$ cat src/rtl/cgwr_pkg.sv
// constants and carrier types of the wake clear and reset flag registers
package cgwr_pkg;

    // data path widths
    localparam int unsigned DATA_W     = 32;
    localparam int unsigned LINE_COUNT = 16;
    localparam int unsigned CODE_W     = 5;
    localparam int unsigned CAUSE_W    = 6;
    localparam int unsigned OFS_W      = 8;

    // register byte offsets
    localparam logic [OFS_W-1:0] OFS_REQ_CLEAR  = 8'h00;
    localparam logic [OFS_W-1:0] OFS_NMI_FLAG   = 8'h04;
    localparam logic [OFS_W-1:0] OFS_CAUSE      = 8'h08;
    localparam logic [OFS_W-1:0] OFS_IRQ_STATUS = 8'h0c;
    localparam logic [OFS_W-1:0] OFS_IRQ_MASK   = 8'h10;

    // reset cause bit positions, also used by status and mask
    localparam int unsigned BIT_PON  = 0;
    localparam int unsigned BIT_PIN  = 1;
    localparam int unsigned BIT_WDT  = 2;
    localparam int unsigned BIT_VOLT = 3;
    localparam int unsigned BIT_DBG  = 4;
    localparam int unsigned BIT_FREQ = 5;
    // nmi flag position in its register and in the status register
    localparam int unsigned BIT_NMI  = 0;

    // reset values
    localparam logic [CAUSE_W-1:0] CAUSE_RESET = 6'h01;
    localparam logic [CAUSE_W-1:0] MASK_RESET  = 6'h00;

    // axi responses
    localparam logic [1:0] RESP_OKAY   = 2'h0;
    localparam logic [1:0] RESP_SLVERR = 2'h2;

    // register selected by an address
    typedef enum logic [2:0] {
        SEL_REQ_CLEAR,
        SEL_NMI_FLAG,
        SEL_CAUSE,
        SEL_IRQ_STATUS,
        SEL_IRQ_MASK,
        SEL_NONE
    } cgwr_sel_type;

    // reset sources other than power-on
    typedef struct packed {
        logic freq_detect;
        logic debug_request;
        logic voltage_detect;
        logic watchdog;
        logic pin;
    } cgwr_reset_event_type;

    // per-line clear strobes towards the standby release logic
    typedef struct packed {
        logic [LINE_COUNT-1:0] request;
        logic [LINE_COUNT-1:0] edge_status;
    } cgwr_line_clear_type;

endpackage

$ cat src/rtl/cgwr_regs.sv
// wake request clear, watchdog nmi flag and reset cause registers
//
// Function
// - code 0..15 clears that line's wake request
// - request clear also clears captured edge status
// - nmi bit0 shows watchdog nmi, rest zero
// - any read of nmi register clears it
// - cause bit5 set by frequency detector reset
// - cause bit4 set by cpu system reset request
// - cause bit3 set by voltage detector reset
// - cause bit2 set by watchdog reset
// - cause bit1 set by reset pin
// - only power-on initialises causes, bit0 one
// - power-on bit never set by other resets
// - cause flags accumulate, hardware never clears
// - cause bits 31..6 read zero
//
// Implementation choices: the register offsets and the AXI4-Lite slave port.
`timescale 1ns/100ps
`default_nettype none
module cgwr_regs #(
    parameter int unsigned ADDR_W = 8
) (
    input  wire logic                          ref_clk,
    input  wire logic                          arst_n,
    // axi4-lite write address
    input  wire logic                          s_axi_awvalid,
    output logic                               s_axi_awready,
    input  wire logic [ADDR_W-1:0]             s_axi_awaddr,
    input  wire logic [2:0]                    s_axi_awprot,
    // axi4-lite write data
    input  wire logic                          s_axi_wvalid,
    output logic                               s_axi_wready,
    input  wire logic [cgwr_pkg::DATA_W-1:0]   s_axi_wdata,
    input  wire logic [3:0]                    s_axi_wstrb,
    // axi4-lite write response
    output logic                               s_axi_bvalid,
    input  wire logic                          s_axi_bready,
    output logic [1:0]                         s_axi_bresp,
    // axi4-lite read address
    input  wire logic                          s_axi_arvalid,
    output logic                               s_axi_arready,
    input  wire logic [ADDR_W-1:0]             s_axi_araddr,
    input  wire logic [2:0]                    s_axi_arprot,
    // axi4-lite read data
    output logic                               s_axi_rvalid,
    input  wire logic                          s_axi_rready,
    output logic [cgwr_pkg::DATA_W-1:0]        s_axi_rdata,
    output logic [1:0]                         s_axi_rresp,
    // event sources
    input  wire logic                          watchdog_nmi,
    input  wire cgwr_pkg::cgwr_reset_event_type reset_event,
    // clear strobes towards the standby release logic
    output cgwr_pkg::cgwr_line_clear_type      line_clear,
    // interrupt
    output logic                               irq
);

    // register map, one aligned word per register
    //   0x00 request clear, write only
    //        code in bits 4..0 selects one wake line
    //        codes 0..15 pulse that line for one cycle
    //        codes 16..31 are reserved, nothing happens
    //        the same pulse also drops the captured edge
    //        reads back zero, nothing is stored
    //   0x04 watchdog nmi flag
    //        bit 0 set while an nmi is pending
    //        any read returns the flag and clears it
    //        writes are ignored
    //   0x08 reset cause flags
    //        bit 0 power-on, bit 1 reset pin
    //        bit 2 watchdog, bit 3 voltage detector
    //        bit 4 cpu request, bit 5 frequency detector
    //        writing 0 clears a bit, writing 1 keeps it
    //        software can never set a bit
    //        bits 31..6 read zero
    //   0x0c interrupt status, read only
    //        nmi in bit 0, reset causes in bits 5..1
    //        a read clears every bit
    //   0x10 interrupt mask, same layout, 1 enables
    //   any other offset answers slverr, reads zero
    //
    // bus timing
    //   address and data captured in either order
    //   write performed one cycle after both are held
    //   bvalid and the clear strobe rise together
    //   read data registered one cycle after ar taken
    //   each channel refuses while its response waits
    //   one write and one read may overlap
    //
    // hazards and limits
    //   events in a clearing cycle win over the clear
    //   arst_n is power-on only; other chip resets
    //   arrive as events and never clear the causes
    //   strobe lanes 1..3 carry no field and are ignored
    //   protection bits are accepted and not checked
    //   event inputs are levels, every high cycle sets

    // register and bus state, except the interrupt status flags held in u_status
    typedef struct packed {
        logic                                aw_held;
        logic [ADDR_W-1:0]                   awaddr;
        logic                                w_held;
        logic [cgwr_pkg::DATA_W-1:0]         wdata;
        logic [3:0]                          wstrb;
        logic                                bvalid;
        logic [1:0]                          bresp;
        logic                                rvalid;
        logic [cgwr_pkg::DATA_W-1:0]         rdata;
        logic [1:0]                          rresp;
        logic                                nmi_flag;
        logic [cgwr_pkg::CAUSE_W-1:0]        cause;
        logic [cgwr_pkg::CAUSE_W-1:0]        mask;
        logic [cgwr_pkg::LINE_COUNT-1:0]     clear_pulse;
    } cgwr_state_type;

    cgwr_state_type state;
    cgwr_state_type next_state;

    // channel handshakes taken this cycle
    logic                         aw_take;
    logic                         w_take;
    logic                         ar_take;

    // write performed this cycle
    logic                         write_go;

    // interrupt status path
    logic                         status_read;
    logic [cgwr_pkg::CAUSE_W-1:0] status_set;
    logic [cgwr_pkg::CAUSE_W-1:0] status_flags;
    logic [cgwr_pkg::CAUSE_W-1:0] cause_set;

    // decoded registers of the held write and the offered read
    cgwr_pkg::cgwr_sel_type       wr_sel;
    cgwr_pkg::cgwr_sel_type       rd_sel;

    // map a byte address onto a register
    function automatic cgwr_pkg::cgwr_sel_type decode(
        input logic [ADDR_W-1:0] addr
    );
        cgwr_pkg::cgwr_sel_type sel;
        sel = cgwr_pkg::SEL_NONE;
        if (addr == ADDR_W'(cgwr_pkg::OFS_REQ_CLEAR)) begin
            sel = cgwr_pkg::SEL_REQ_CLEAR;
        end else if (addr == ADDR_W'(cgwr_pkg::OFS_NMI_FLAG)) begin
            sel = cgwr_pkg::SEL_NMI_FLAG;
        end else if (addr == ADDR_W'(cgwr_pkg::OFS_CAUSE)) begin
            sel = cgwr_pkg::SEL_CAUSE;
        end else if (addr == ADDR_W'(cgwr_pkg::OFS_IRQ_STATUS)) begin
            sel = cgwr_pkg::SEL_IRQ_STATUS;
        end else if (addr == ADDR_W'(cgwr_pkg::OFS_IRQ_MASK)) begin
            sel = cgwr_pkg::SEL_IRQ_MASK;
        end
        return sel;
    endfunction

    // widen a six bit field into a bus word, upper bits zero
    function automatic logic [cgwr_pkg::DATA_W-1:0] widen(
        input logic [cgwr_pkg::CAUSE_W-1:0] field
    );
        return {{(cgwr_pkg::DATA_W - cgwr_pkg::CAUSE_W){1'b0}}, field};
    endfunction

    // bus handshakes
    assign s_axi_awready = !state.aw_held && !state.bvalid;
    assign s_axi_wready  = !state.w_held && !state.bvalid;
    assign s_axi_arready = !state.rvalid;
    assign aw_take       = s_axi_awvalid && s_axi_awready;
    assign w_take        = s_axi_wvalid && s_axi_wready;
    assign ar_take       = s_axi_arvalid && s_axi_arready;
    assign write_go      = state.aw_held && state.w_held && !state.bvalid;
    assign wr_sel        = decode(state.awaddr);
    assign rd_sel        = decode(s_axi_araddr);
    assign status_read   = ar_take && (rd_sel == cgwr_pkg::SEL_IRQ_STATUS);

    // hardware events that set the reset cause flags
    always_comb begin
        cause_set                     = '0;
        cause_set[cgwr_pkg::BIT_FREQ] = reset_event.freq_detect;
        cause_set[cgwr_pkg::BIT_DBG]  = reset_event.debug_request;
        cause_set[cgwr_pkg::BIT_VOLT] = reset_event.voltage_detect;
        cause_set[cgwr_pkg::BIT_WDT]  = reset_event.watchdog;
        cause_set[cgwr_pkg::BIT_PIN]  = reset_event.pin;
        // power-on position stays zero here
    end

    // interrupt events: the nmi plus every reset cause except power-on
    always_comb begin
        status_set                    = cause_set;
        status_set[cgwr_pkg::BIT_NMI] = watchdog_nmi;
    end

    // next state of bus channels and registers
    always_comb begin
        next_state             = state;
        next_state.clear_pulse = '0; // strobe lasts one cycle

        // capture address and data in either order
        if (aw_take) begin
            next_state.aw_held = 1'b1;
            next_state.awaddr  = s_axi_awaddr;
        end
        if (w_take) begin
            next_state.w_held = 1'b1;
            next_state.wdata  = s_axi_wdata;
            next_state.wstrb  = s_axi_wstrb;
        end

        // response handshakes
        if (state.bvalid && s_axi_bready) begin
            next_state.bvalid = 1'b0;
        end
        if (state.rvalid && s_axi_rready) begin
            next_state.rvalid = 1'b0;
        end

        // perform a write once both halves are in
        if (write_go) begin
            next_state.aw_held = 1'b0;
            next_state.w_held  = 1'b0;
            next_state.bvalid  = 1'b1;
            next_state.bresp   = cgwr_pkg::RESP_OKAY;
            unique case (wr_sel)
                cgwr_pkg::SEL_REQ_CLEAR: begin
                    // top code bit set means reserved, no line
                    if (state.wstrb[0] && !state.wdata[cgwr_pkg::CODE_W-1]) begin
                        next_state.clear_pulse[
                            state.wdata[cgwr_pkg::CODE_W-2:0]] = 1'b1;
                    end
                end
                cgwr_pkg::SEL_NMI_FLAG: begin
                    // read-only, write ignored
                end
                cgwr_pkg::SEL_CAUSE: begin
                    if (state.wstrb[0]) begin
                        next_state.cause = state.cause
                            & state.wdata[cgwr_pkg::CAUSE_W-1:0];
                    end
                end
                cgwr_pkg::SEL_IRQ_STATUS: begin
                    // read-only, write ignored
                end
                cgwr_pkg::SEL_IRQ_MASK: begin
                    if (state.wstrb[0]) begin
                        next_state.mask = state.wdata[cgwr_pkg::CAUSE_W-1:0];
                    end
                end
                cgwr_pkg::SEL_NONE: begin
                    next_state.bresp = cgwr_pkg::RESP_SLVERR;
                end
            endcase
        end

        // take a read and latch its data
        if (ar_take) begin
            next_state.rvalid = 1'b1;
            next_state.rresp  = cgwr_pkg::RESP_OKAY;
            next_state.rdata  = '0;
            unique case (rd_sel)
                cgwr_pkg::SEL_REQ_CLEAR: begin
                    next_state.rdata = '0;
                end
                cgwr_pkg::SEL_NMI_FLAG: begin
                    next_state.rdata[cgwr_pkg::BIT_NMI] = state.nmi_flag;
                    next_state.nmi_flag = 1'b0;
                end
                cgwr_pkg::SEL_CAUSE: begin
                    next_state.rdata = widen(state.cause);
                end
                cgwr_pkg::SEL_IRQ_STATUS: begin
                    next_state.rdata = widen(status_flags);
                end
                cgwr_pkg::SEL_IRQ_MASK: begin
                    next_state.rdata = widen(state.mask);
                end
                cgwr_pkg::SEL_NONE: begin
                    next_state.rresp = cgwr_pkg::RESP_SLVERR;
                end
            endcase
        end

        // hardware sets win over read and write clears
        if (watchdog_nmi) begin
            next_state.nmi_flag = 1'b1;
        end
        next_state.cause = next_state.cause | cause_set;
    end

    // state register; arst_n is the power-on reset only
    // causes come up with only the power-on bit set,
    // the mask comes up closed so no interrupt follows
    // reset; the bus comes up idle and ready
    always_ff @(posedge ref_clk or negedge arst_n) begin
        if (!arst_n) begin
            state       <= '0;
            state.cause <= cgwr_pkg::CAUSE_RESET;
            state.mask  <= cgwr_pkg::MASK_RESET;
        end else begin
            state <= next_state;
        end
    end

    // interrupt status flags
    // the status read clears them in the cycle the
    // read is taken; an event in that cycle survives
    cgwr_sticky_flags #(
        .WIDTH (cgwr_pkg::CAUSE_W)
    ) u_status (
        .ref_clk    (ref_clk),
        .arst_n     (arst_n),
        .set        (status_set),
        .read_clear (status_read),
        .mask       (state.mask),
        .flags      (status_flags),
        .irq        (irq)
    );

    // outputs from registers
    // both clear halves carry the same one-cycle pulse
    assign s_axi_bvalid           = state.bvalid;
    assign s_axi_bresp            = state.bresp;
    assign s_axi_rvalid           = state.rvalid;
    assign s_axi_rdata            = state.rdata;
    assign s_axi_rresp            = state.rresp;
    assign line_clear.request     = state.clear_pulse;
    assign line_clear.edge_status = state.clear_pulse;

endmodule // cgwr_regs
`default_nettype wire

$ cat src/rtl/cgwr_sticky_flags.sv
// sticky event flags with clear on read, mask and level interrupt
`timescale 1ns/100ps
`default_nettype none
module cgwr_sticky_flags #(
    parameter int unsigned WIDTH = 6
) (
    input  wire logic             ref_clk,
    input  wire logic             arst_n,
    input  wire logic [WIDTH-1:0] set,
    input  wire logic             read_clear,
    input  wire logic [WIDTH-1:0] mask,
    output logic      [WIDTH-1:0] flags,
    output logic                  irq
);

    typedef struct packed {
        logic [WIDTH-1:0] flags;
    } cgwr_flag_state_type;

    cgwr_flag_state_type state;
    cgwr_flag_state_type next_state;

    // an event in the clearing cycle survives the clear
    always_comb begin
        next_state = state;
        if (read_clear) begin
            next_state.flags = '0;
        end
        next_state.flags = next_state.flags | set;
    end

    // state register
    always_ff @(posedge ref_clk or negedge arst_n) begin
        if (!arst_n) begin
            state <= '0;
        end else begin
            state <= next_state;
        end
    end

    assign flags = state.flags;
    assign irq   = |(state.flags & mask); // high while unmasked flag set

endmodule // cgwr_sticky_flags
`default_nettype wire
$ cat config.mk
export PLATFORM = sky130hd
export DESIGN_NAME = cgwr_regs
export DESIGN_NICKNAME = d
export VERILOG_FILES = /design/src/rtl/cgwr_pkg.sv /design/src/rtl/cgwr_regs.sv /design/src/rtl/cgwr_sticky_flags.sv
export SDC_FILE = /design/constraint.sdc
export NUM_CORES = 1
export LEC_CHECK = 0
export BUFFER_PORTS_ARGS = -buffer_cell sky130_fd_sc_hd__buf_2
export CAP_MARGIN = 5
export CORE_MARGIN = 8
export CORE_UTILIZATION = 42
export CTS_CLUSTER_DIAMETER = 50
export CTS_CLUSTER_SIZE = 8
export DETAILED_ROUTE_END_ITERATION = 8
export GPL_TIMING_DRIVEN = 0
export PLACE_DENSITY = 0.77
export SETUP_SLACK_MARGIN = 0.15
export SYNTH_ARGS = -nofsm -noshare
export SYNTH_HDL_FRONTEND = slang
export SYNTH_HIERARCHICAL = 1
export SYNTH_SLANG_ARGS = --single-unit
$ cat constraint.sdc
create_clock -name ref_clk -period 1.7 [get_ports ref_clk]
set_clock_uncertainty 0.05 [all_clocks]
set_input_delay 0.17 -clock ref_clk [delete_from_list [all_inputs] [get_ports ref_clk]]
set_output_delay 0.17 -clock ref_clk [all_outputs]
set_load 0.01 [all_outputs]
==> summary.md, run 1 <==
| Metric | Value |
|---|---|
| Wire length per cell | 13.33 um |
| Initial antenna violation count | 0 |
| Post-Syn Instances | 277 |
| Cells on Worst Hold Path | 2 |
| Most used DFF post-synth | dfrtp_1 |
| Inserted Diodes | 0 |
| WP data arrival | roughly 1800 ps |
| Synth async-reset ratio | 1.000 |
| Share of layout cells above drive strength 1 | 0.5048 |
| Routability Congestion | 0.8132 |
| Max Clk Rate | 0.6286 GHz |
| Starting Density | 0.4264 |
| 1st-pass router iterations | 4 |
| Rows | 31 |
| P&R area growth vs syn | 35.30% |
| DP Wirelength | 5160 um |
| Hold WS | 18.59 ps |
| H-Tree Level Count | 3 |
| Worst Slack Setup Final | 109.2 ps |
| Crit Path Class | register to register |
| I/O pin total | 145 |
| Hold path startpoint | s_axi_wstrb[0] |
| Least-Margin Pin Slew | 782.7 ps |
| Dpl ws | -354.4 ps |
| Syn Area/Cell | 10.93 um2 |
| Dpl cell area | 3689 um2 |
| Detail Route Antenna Nets | 0 |
| Max Slew Vio Count | 0 |
| Worst-path clk slew | 70 ps |
| Clk Latency, worst-skew pair | roughly 330 ps |
| Die Ht | 100.9 um |
| Power Density | 1084 nW/um2 |
| CP Data Required Time | 1860 ps |
| Grt total ovfl | 0 |
| CTS tree | done |
| Port bufs | 81 |
| Reg2reg path depth | 4 |
| # fillers | around 650 |
| CTS Buf Count | 9 |
| Slew headroom | 0.4782 |
| Area of the die | between 10000 and 15000 um2 |
| Warnings, synthesis | 6 |
| DIE WIDTH | 100.9 um |
| Root buf cell | clkbuf_8 |
| Number of flops mapped to enable cells by yosys | 0 |
| Tcrit/Tclk final | 0.9358 |
| Routed wire length | 6892 um |
| Worst min-delay path category | primary input to register |
| GRT Util Overall | 0.1394 |
| Sink Count | slightly above 60 |
| Final setup viols | 0 |
| Pleak | 2.083 nW |
| RSZ-0062 raised after global routing | yes |
| Synth unique cells | 37 |
| Post-layout util | 0.5769 |
| Critical R2R Capture | state[18] |
| Max-Cap Viols | 0 |
| Core ar. | 7098 um2 |
| Finished Cell Area | between 4000 and 5000 um2 |
| Worst VDD drop | 0.001073 V |
| Startpoint types | register |
| Via Count | around 2300 |
| First-pass GRT wire length | 11010 um |
| Worst-path fanout max | 6 |
| Sequential-to-total area share from yosys stat | 0.5130 |
| Synth Cell Area | 3027 um2 |
| Vias in the first global route | 2370 |
| Status | finished, final reports clean |
| Initial drt markers | 50 |
| Worst reg2reg path startpoint | state[110] |
| #FFs+latches synth | 62 |
| Reg2Reg Setup Slack | 110 ps |
| Maximum clock insertion buffer count | 2 |
| Hold Crit Endpoint | state[67] |
| DRC viols | 0 |
| Final min period | 1591 ps |
| Largest net degree at the start of global routing | 63 |
| Count of final hold-check violations | 0 |
| Final layout net count | 484 |
| Vias per Instance | approximately 4.4 |
| Critical path endpoint category | register |
## worst max-delay path: stages (launching register included)
cell     delay, ps
dfrtp_1        400
nor4_4         330
and3_4         270
nand3_4        120
mux2_2         300
## cell families after synthesis
family,after synthesis,share of synthesized area
buffers and inverters,78,0.1811
AND/OR/NAND/NOR,77,0.1393
flip-flops,62,0.5130
AO/OA/AOI/OAI,39,0.09095
multiplexers,20,0.07441
other,1,0.001239
## placed cells by master (no fill, tap or decap), types with 5 or more instances in the layout
cell type / instances
dlygate4sd3_1: 12
nand2_1: 12
clkbuf_8: 11
nand2b_1: 8
conb_1: 28
buf_2: 80
clkbuf_1: 6
a221oi_1: 6
o21ai_0: 5
nor2_1: 25
buf_4: 74
dfrtp_1: 59
a211oi_1: 6
a21o_1: 8
mux2_2: 20
## worst max path at each step
stage,startpoint,end,slack (ps),cells past startpoint
floorplan,s_axi_araddr[7],s_axi_rdata[4],7,4
global placement,s_axi_araddr[7],s_axi_rdata[4],-330,5
detailed placement,s_axi_araddr[7],s_axi_rdata[4],-350,5
CTS,s_axi_bvalid,state[18],90,4
global route,state[110],state[18],40,4
finish,state[110],state[18],110,4
## final cells by class
type                    count  area, um2  area share
repair buffers             98      565.5      0.1381
plain buffers              73      530.5      0.1295
flip-flops and latches     62       1555      0.3798
inverters                   5      18.77    0.004583
clock inverters             2      10.01    0.002444
well taps                  99      123.9     0.03025
clock buffers              14      162.7     0.03972
multi-input cells         164       1129      0.2756
## where the power goes
| group | internal [W] | switching (W) |
|---|---|---|
| registers | 0.00177 | 0.000291 |
| clock network | 0.000606 | 0.000536 |
| logic | 0.000626 | 0.000610 |
## flip-flops by register name, indices dropped and copies added, names as in the netlist
name,flops
s_axi_rvalid,1
line_clear,16
state,30
s_axi_bresp,1
s_axi_rresp,1
u_status/flags,6
s_axi_rdata,6
s_axi_bvalid,1
## synthesized netlist by cell type (2+ instances only)
cell type	number	area (um2)
a211oi_1	7	52.55
a21o_1	8	60.06
a21oi_1	2	10.01
a221oi_1	6	52.55
a22oi_1	3	22.52
and2_1	2	12.51
and3_1	2	12.51
buf_4	68	510.5
clkbuf_1	4	15.01
dfrtp_1	61	1526
inv_1	4	15.01
mux2_2	20	225.2
nand2_1	12	45.04
nand2b_1	8	50.05
nand3_1	4	20.02
nand4_1	4	25.02
nor2_1	26	97.59
nor2b_1	3	18.77
nor3_1	5	25.02
nor3b_1	2	15.01
nor4_2	2	25.02
o21ai_0	9	45.04
## metrics by stage
step                std cells  setup TNS (ps)  total power [W]
floorplan                 304               0         0.002819
global placement          484           -2851         0.003151
detailed placement        484           -3198         0.003215
CTS                       515               0         0.004435
global route              517               0         0.004730
finish                    517               0         0.004441
## timing repair
item,in CTS,in global routing
setup endpoints to repair,40,46
cloned,0,0
resized for setup,5,14
pin swaps,3,2
hold buffers,11,1
buffers inserted,4,1
endpoints found under the hold margin,16,61
## metal layers
metal / GRT usage / share of wire / vias to the layer above
li1: - / - / 1132
met1: 0.1461 / 0.38 / 1049
met2: 0.2333 / 0.50 / 87
met3: 0.06699 / 0.11 / 10
met4: 0.05956 / 0.015 / 0
met5: 0 / 0 / -
Note: power is estimated with default switching activity, not from simulation.
==> inputs of run 2 (changes only) <==
--- a/config.mk
+++ b/config.mk
@@ -7,7 +7,6 @@
 export LEC_CHECK = 0
 export BUFFER_PORTS_ARGS = -buffer_cell sky130_fd_sc_hd__buf_2
 export CAP_MARGIN = 5
-export CORE_MARGIN = 8
 export CORE_UTILIZATION = 42
 export CTS_CLUSTER_DIAMETER = 50
 export CTS_CLUSTER_SIZE = 8
==> run 2 against run 1 <==
Wire length decreased by 11%. Combinational power about the same. Critical path type unchanged. Largest cell class unchanged. Sequential cell count unchanged. Critical endpoint is now line_clear[4]. Critical path depth unchanged.
==> summary.md, run 2 (synthesized netlist as in run 1, its figures left out) <==
| Metric | Value |
|---|---|
| Worst-path fanout max | 6 |
| CTS Buf Count | 9 |
| Status | finished, final reports clean |
| CP Data Required Time | 1890 ps |
| Share of layout cells above drive strength 1 | 0.5273 |
| Cells on Worst Hold Path | 2 |
| WP data arrival | 1760 ps |
| Worst reg2reg path startpoint | s_axi_bvalid |
| Initial antenna violation count | 0 |
| Routability Congestion | 0.7898 |
| Dpl ws | -308.2 ps |
| Starting Density | 0.4406 |
| Critical path endpoint category | register |
| Wire length per cell | 11.86 um |
| Final min period | 1574 ps |
| Crit Path Class | register to register |
| CTS tree | done |
| Worst-path clk slew | roughly 70 ps |
| 1st-pass router iterations | 5 |
| Inserted Diodes | 0 |
| Crit path cell chain | and3b_2 > and3_4 > nand4_1 > nor3_1 |
| Total power | 0.004698 W |
| Maximum clock insertion buffer count | 2 |
| Most common cell after layout, fill and taps aside | buf_2 |
| Post-layout util | 0.6093 |
| Grt total ovfl | 0 |
| Rows | 30 |
| Die Ht | roughly 87 um |
| Final layout net count | around 490 |
| GRT Util Overall | 0.1692 |
| Largest Register | state |
| Slew headroom | 0.4846 |
| Final setup TNS | 0 ps |
| Count of final hold-check violations | 0 |
| Startpoint types | register |
| CP max-delay cell | dfrtp_2 |
| Reg2reg path depth | 4 |
| H-Tree Level Count | 3 |
| Tcrit/Tclk final | 0.9256 |
| CP Launch Point | s_axi_bvalid |
| First-pass GRT wire length | 9542 um |
| Clk Latency, worst-skew pair | roughly 330 ps |
| DP Wirelength | 4278 um |
| Detail Route Antenna Nets | 0 |
| DRC viols | 0 |
| Least-Margin Pin Slew | 768.4 ps |
| Pleak | ~2.1 nW |
| Port bufs | between 80 and 90 |
| Area of the die | around 7500 um2 |
| Core ar. | 6869 um2 |
| RSZ-0062 raised after global routing | yes |
| Worst Slack Setup Final | 126.5 ps |
| Largest net degree at the start of global routing | 63 |
| Routed wire length | 6134 um |
| Vias in the first global route | 2065 |
| Power Density | 1122 nW/um2 |
| Reg2Reg Setup Slack | 130 ps |
| Hold WS | roughly 18 ps |
| Hold path startpoint | s_axi_awaddr[0] |
| Max-Cap Viols | 0 |
| Root buf cell | clkbuf_8 |
| Vias per Instance | 4.424 |
| Worst min-delay path category | primary input to register |
| P&R area growth vs syn | 38.28% |
| I/O pin total | 145 |
| Hold Crit Endpoint | state[104] |
| Initial drt markers | ~120 |
| Max Clk Rate | 0.6355 GHz |
| Worst VDD drop | 0.0007664 V |
| Max reg flops | 30 |
| DIE WIDTH | approximately 87 um |
| Final setup viols | 0 |
| Sink Count | 62 |
| Slowest stage delay, CP | 450 ps |
| Most frequent cells in the layout | buf_2, buf_4, dfrtp_1 |
| Critical R2R Capture | line_clear[4] |
| Via Count | 2287 |
| Max Slew Vio Count | 0 |
-- run 2: cell count changes in the layout (fill, tap and decap cells not counted), moves of 3 or more --
| cell | delta |
|---|---|
| o21ai_2 | +4 |
| nor2_1 | -4 |
| buf_4 | +3 |
| o21ai_1 | -4 |
-- run 2: area by class of cell --
| class | count | area [um2] |
|---|---|---|
| inverter | 5 | 18.77 |
| buffer | 73 | 531.8 |
| multi-input combinational | 164 | 1155 |
| clock inverter | 4 | 70.07 |
| clock buffer | 12 | 145.1 |
| tap | 96 | 120.1 |
| timing repair buffer | 101 | 590.6 |
| fill | 592 | 2684 |
| sequential | 62 | 1554 |
-- run 2: report_power, final --
group	switching [W]	leakage (nW)	internal [W]	total, W
Combinational	0.000615	1.28	0.000620	0.00123
Sequential	0.000298	0.747	0.00177	0.00207
Clock	0.000534	0.110	0.000862	0.00140
Total	0.00145	2.14	0.00325	0.00470
-- run 2: how the worst max path moves through the flow --
stage | end | cells past startpoint
finish | line_clear[4] | 4
global route | line_clear[4] | 4
CTS | state[20] | 4
detailed placement | s_axi_rdata[4] | 5
global placement | s_axi_rdata[4] | 5
floorplan | s_axi_rdata[4] | 4
-- run 2: stage by stage --
stage	cells	instance area, um2
2_1_floorplan	304	3159
4_1_cts	512	4076
6_report	517	4185
3_3_place_gp	481	3685
3_5_place_dp	481	3685
5_1_grt	517	4185
-- run 2: what timing repair did --
action / in CTS / in global routing
resized for setup: 8 / 22
pin swaps: 5 / 5
setup buffers: 6 / 4
setup endpoints to repair: 45 / 35
cloned: 0 / 0
hold endpoints to repair: 12 / 61
hold buffers: 9 / 1
-- run 2: layer usage --
layer / track usage / wire length, um
met3: 0.04550 / 339
met1: 0.2156 / 2667
met2: 0.2713 / 3039
met4: 0.07424 / 87
met5: 0 / 0
-- run 2: critical path, delay by kind of cell, from the launching register on --
family,cells,cell delay (ps)
and+or+nand+nor,4,980
DFF,1,450
==> inputs of run 3 (changes only) <==
--- a/config.mk
+++ b/config.mk
@@ -7,12 +7,14 @@
 export LEC_CHECK = 0
 export BUFFER_PORTS_ARGS = -buffer_cell sky130_fd_sc_hd__buf_2
 export CAP_MARGIN = 5
-export CORE_UTILIZATION = 42
+export CELL_PAD_IN_SITES_DETAIL_PLACEMENT = 1
+export CELL_PAD_IN_SITES_GLOBAL_PLACEMENT = 1
+export CORE_UTILIZATION = 31
 export CTS_CLUSTER_DIAMETER = 50
 export CTS_CLUSTER_SIZE = 8
 export DETAILED_ROUTE_END_ITERATION = 8
 export GPL_TIMING_DRIVEN = 0
-export PLACE_DENSITY = 0.77
+export PLACE_DENSITY_LB_ADDON = 0.1
 export SETUP_SLACK_MARGIN = 0.15
 export SYNTH_ARGS = -nofsm -noshare
 export SYNTH_HDL_FRONTEND = slang
==> run 3 against run 2 <==
Global-route usage is 2.2 points lower. Sequential share of layout area is 1.2 points lower. Die area is 35% higher. Count of clock-buffer cells in the layout is 3 lower. Largest power group unchanged. Hold slack worse by 7.8 ps. Cell count is 8.3% higher. Power is 2.7% lower. Sequential cell count stayed put. Critical path type unchanged. Cell area is 3.4% higher.
==> summary.md, run 3 (synthesized netlist as in run 1, its figures left out) <==
| Metric | Value |
|---|---|
| DIE WIDTH | 100.8 um |
| Vias in the first global route | around 2300 |
| Net switching power | between 0.0015 and 0.002 W |
| Switching Fraction | 0.3480 |
| Crit Path Class | register to register |
| Max Slew Vio Count | 0 |
| 1st-pass router iterations | 4 |
| Starting Density | 0.3245 |
| Largest net degree at the start of global routing | 63 |
| Worst-path clk slew | 80 ps |
| Max-Cap Viols | 0 |
| First-pass GRT wire length | between 10000 and 15000 um |
| Detail Route Antenna Nets | 0 |
| Worst min-delay path category | primary input to register |
| WP data arrival | 1800 ps |
| Final min period | 1627 ps |
| Core ar. | 9328 um2 |
| Initial antenna violation count | 0 |
| DP Wirelength | 4989 um |
| Area of the die | 10160 um2 |
| Power Density | 1056 nW/um2 |
| CTS Buf Count | 9 |
| Comb pwr share | 0.296 |
| Most frequent cells in the layout | buf_4, buf_2, dfrtp_1 |
| Max Clk Rate | roughly 0.6 GHz |
| Worst VDD drop | 0.0007266 V |
| Critical path endpoint category | register |
| Grt total ovfl | 0 |
| # fillers | 1085 |
| Final layout net count | 497 |
| Status | finished, final reports clean |
| Wire length per cell | between 10 and 15 um |
| Least-Margin Pin Slew | 778.3 ps |
| Routed wire length | 7277 um |
| Total power | 0.004568 W |
| Pint | roughly 0.003 W |
| Final setup TNS | 0 ps |
| Initial drt markers | between 40 and 50 |
| Most common cell after layout, fill and taps aside | buf_4 |
| Inserted Diodes | 0 |
| DRC viols | 0 |
| Dpl cells | 514 |
| Final setup viols | 0 |
| Sink Count | 62 |
| Clk pwr share | 0.253 |
| I/O pin total | 145 |
| Worst-path fanout max | 6 |
| CTS tree | done |
| Final cell count without fillers | 560 |
| GRT Util Overall | 0.1475 |
| Slew headroom | 0.4811 |
| Count of final hold-check violations | 0 |
| Maximum clock insertion buffer count | 2 |
| RSZ-0062 raised after global routing | yes |
| Root buf cell | clkbuf_8 |
| Sequential fraction of design power | 0.451 |
| P&R area growth vs syn | 42.95% |
| Clk Latency, worst-skew pair | between 300 and 400 ps |
| Via Count | about 2400 |
| H-Tree Level Count | 3 |
| Largest Register | state |
| CP Data Required Time | 1880 ps |
| Die Ht | between 100 and 150 um |
| Port bufs | 81 |
| Rows | 35 |
| Tcrit/Tclk final | 0.9571 |
| Pleak | 2.181 nW |
| Share of layout cells above drive strength 1 | 0.5429 |
| Max reg flops | 30 |
| Vias per Instance | 4.268 |
| Routability Congestion | 0.7148 |
| Startpoint types | register |
-- run 3: changes by cell type in the layout (fill, tap and decap cells not counted), moves of 4 or more --
cell,change
dlygate4sd3_1,+6
a221oi_1,-5
a221oi_2,+5
a211oi_1,-4
a211oi_2,+4
buf_4,+4
o21ai_2,-4
-- run 3: per-stage QoR --
step | hold WS [ps] | utilization | setup WS (ps) | area, um2
floorplan | -175.6 | - | 6.628 | 3159
global placement | 299.4 | 0.3995 | -400.5 | 3726
detailed placement | 267.0 | 0.3997 | -438.6 | 3729
CTS | 1.219 | 0.4439 | 71.06 | 4140
global route | 4.103 | 0.4639 | 1.239 | 4327
finish | 10.27 | 0.4639 | 72.96 | 4327
-- run 3: what timing repair did --
action	4_1_cts	5_1_grt
setup buffers	4	10
hold buffers	16	0
endpoints found under the hold margin	81	0
resized for setup	8	30
endpoints found under the setup margin	44	43
pin swaps	3	12
-- run 3: final timing paths --
| kind | start | to | slack (ps) | cells past startpoint |
|---|---|---|---|---|
| setup / recovery | state[110] | state[20] | 70 | 4 |
| hold / removal | s_axi_awaddr[3] | state[107] | 10 | 2 |
| setup reg to reg | state[110] | state[20] | 70 | 4 |
| hold reg to reg | state[22] | state[22] | 430 | 2 |
| max in group asynchronous | arst_n | state[108] | 630 | 2 |
| min in group asynchronous | arst_n | s_axi_rvalid | 420 | 2 |
-- run 3: area by class of cell --
cell class / count / area (um2) / share of cell area
flip-flops and latches: 62 / 1554 / 0.3592
multi-input cells: 164 / 1202 / 0.2779
repair buffers: 111 / 680.7 / 0.1573
plain buffers: 73 / 535.5 / 0.1238
well taps: 129 / 161.4 / 0.03730
clock buffers: 9 / 123.9 / 0.02863
clock inverters: 7 / 50.05 / 0.01157
inverters: 5 / 18.77 / 0.004338
-- run 3: metal layers --
layer	GRT usage	vias up	share of wire
li1	-	1161	-
met1	0.1721	1152	0.41
met2	0.2655	65	0.53
met3	0.02358	12	0.044
met4	0.06689	0	0.018
met5	0	-	0
-- run 3: power groups by stage --
stage,combinational [W],sequential [W],clock [W]
2_1_floorplan,0.000846,0.00197,0
3_3_place_gp,0.00115,0.00203,0
3_5_place_dp,0.00118,0.00205,0
4_1_cts,0.00124,0.00206,0.00120
5_1_grt,0.00148,0.00210,0.00126
6_report,0.00135,0.00206,0.00116
-- run 3: critical path, cell delays in order (launching register included) --
cell,delay (ps)
dfrtp_1,410
nor4_4,340
and3_4,270
nand3_4,130
mux2_2,310
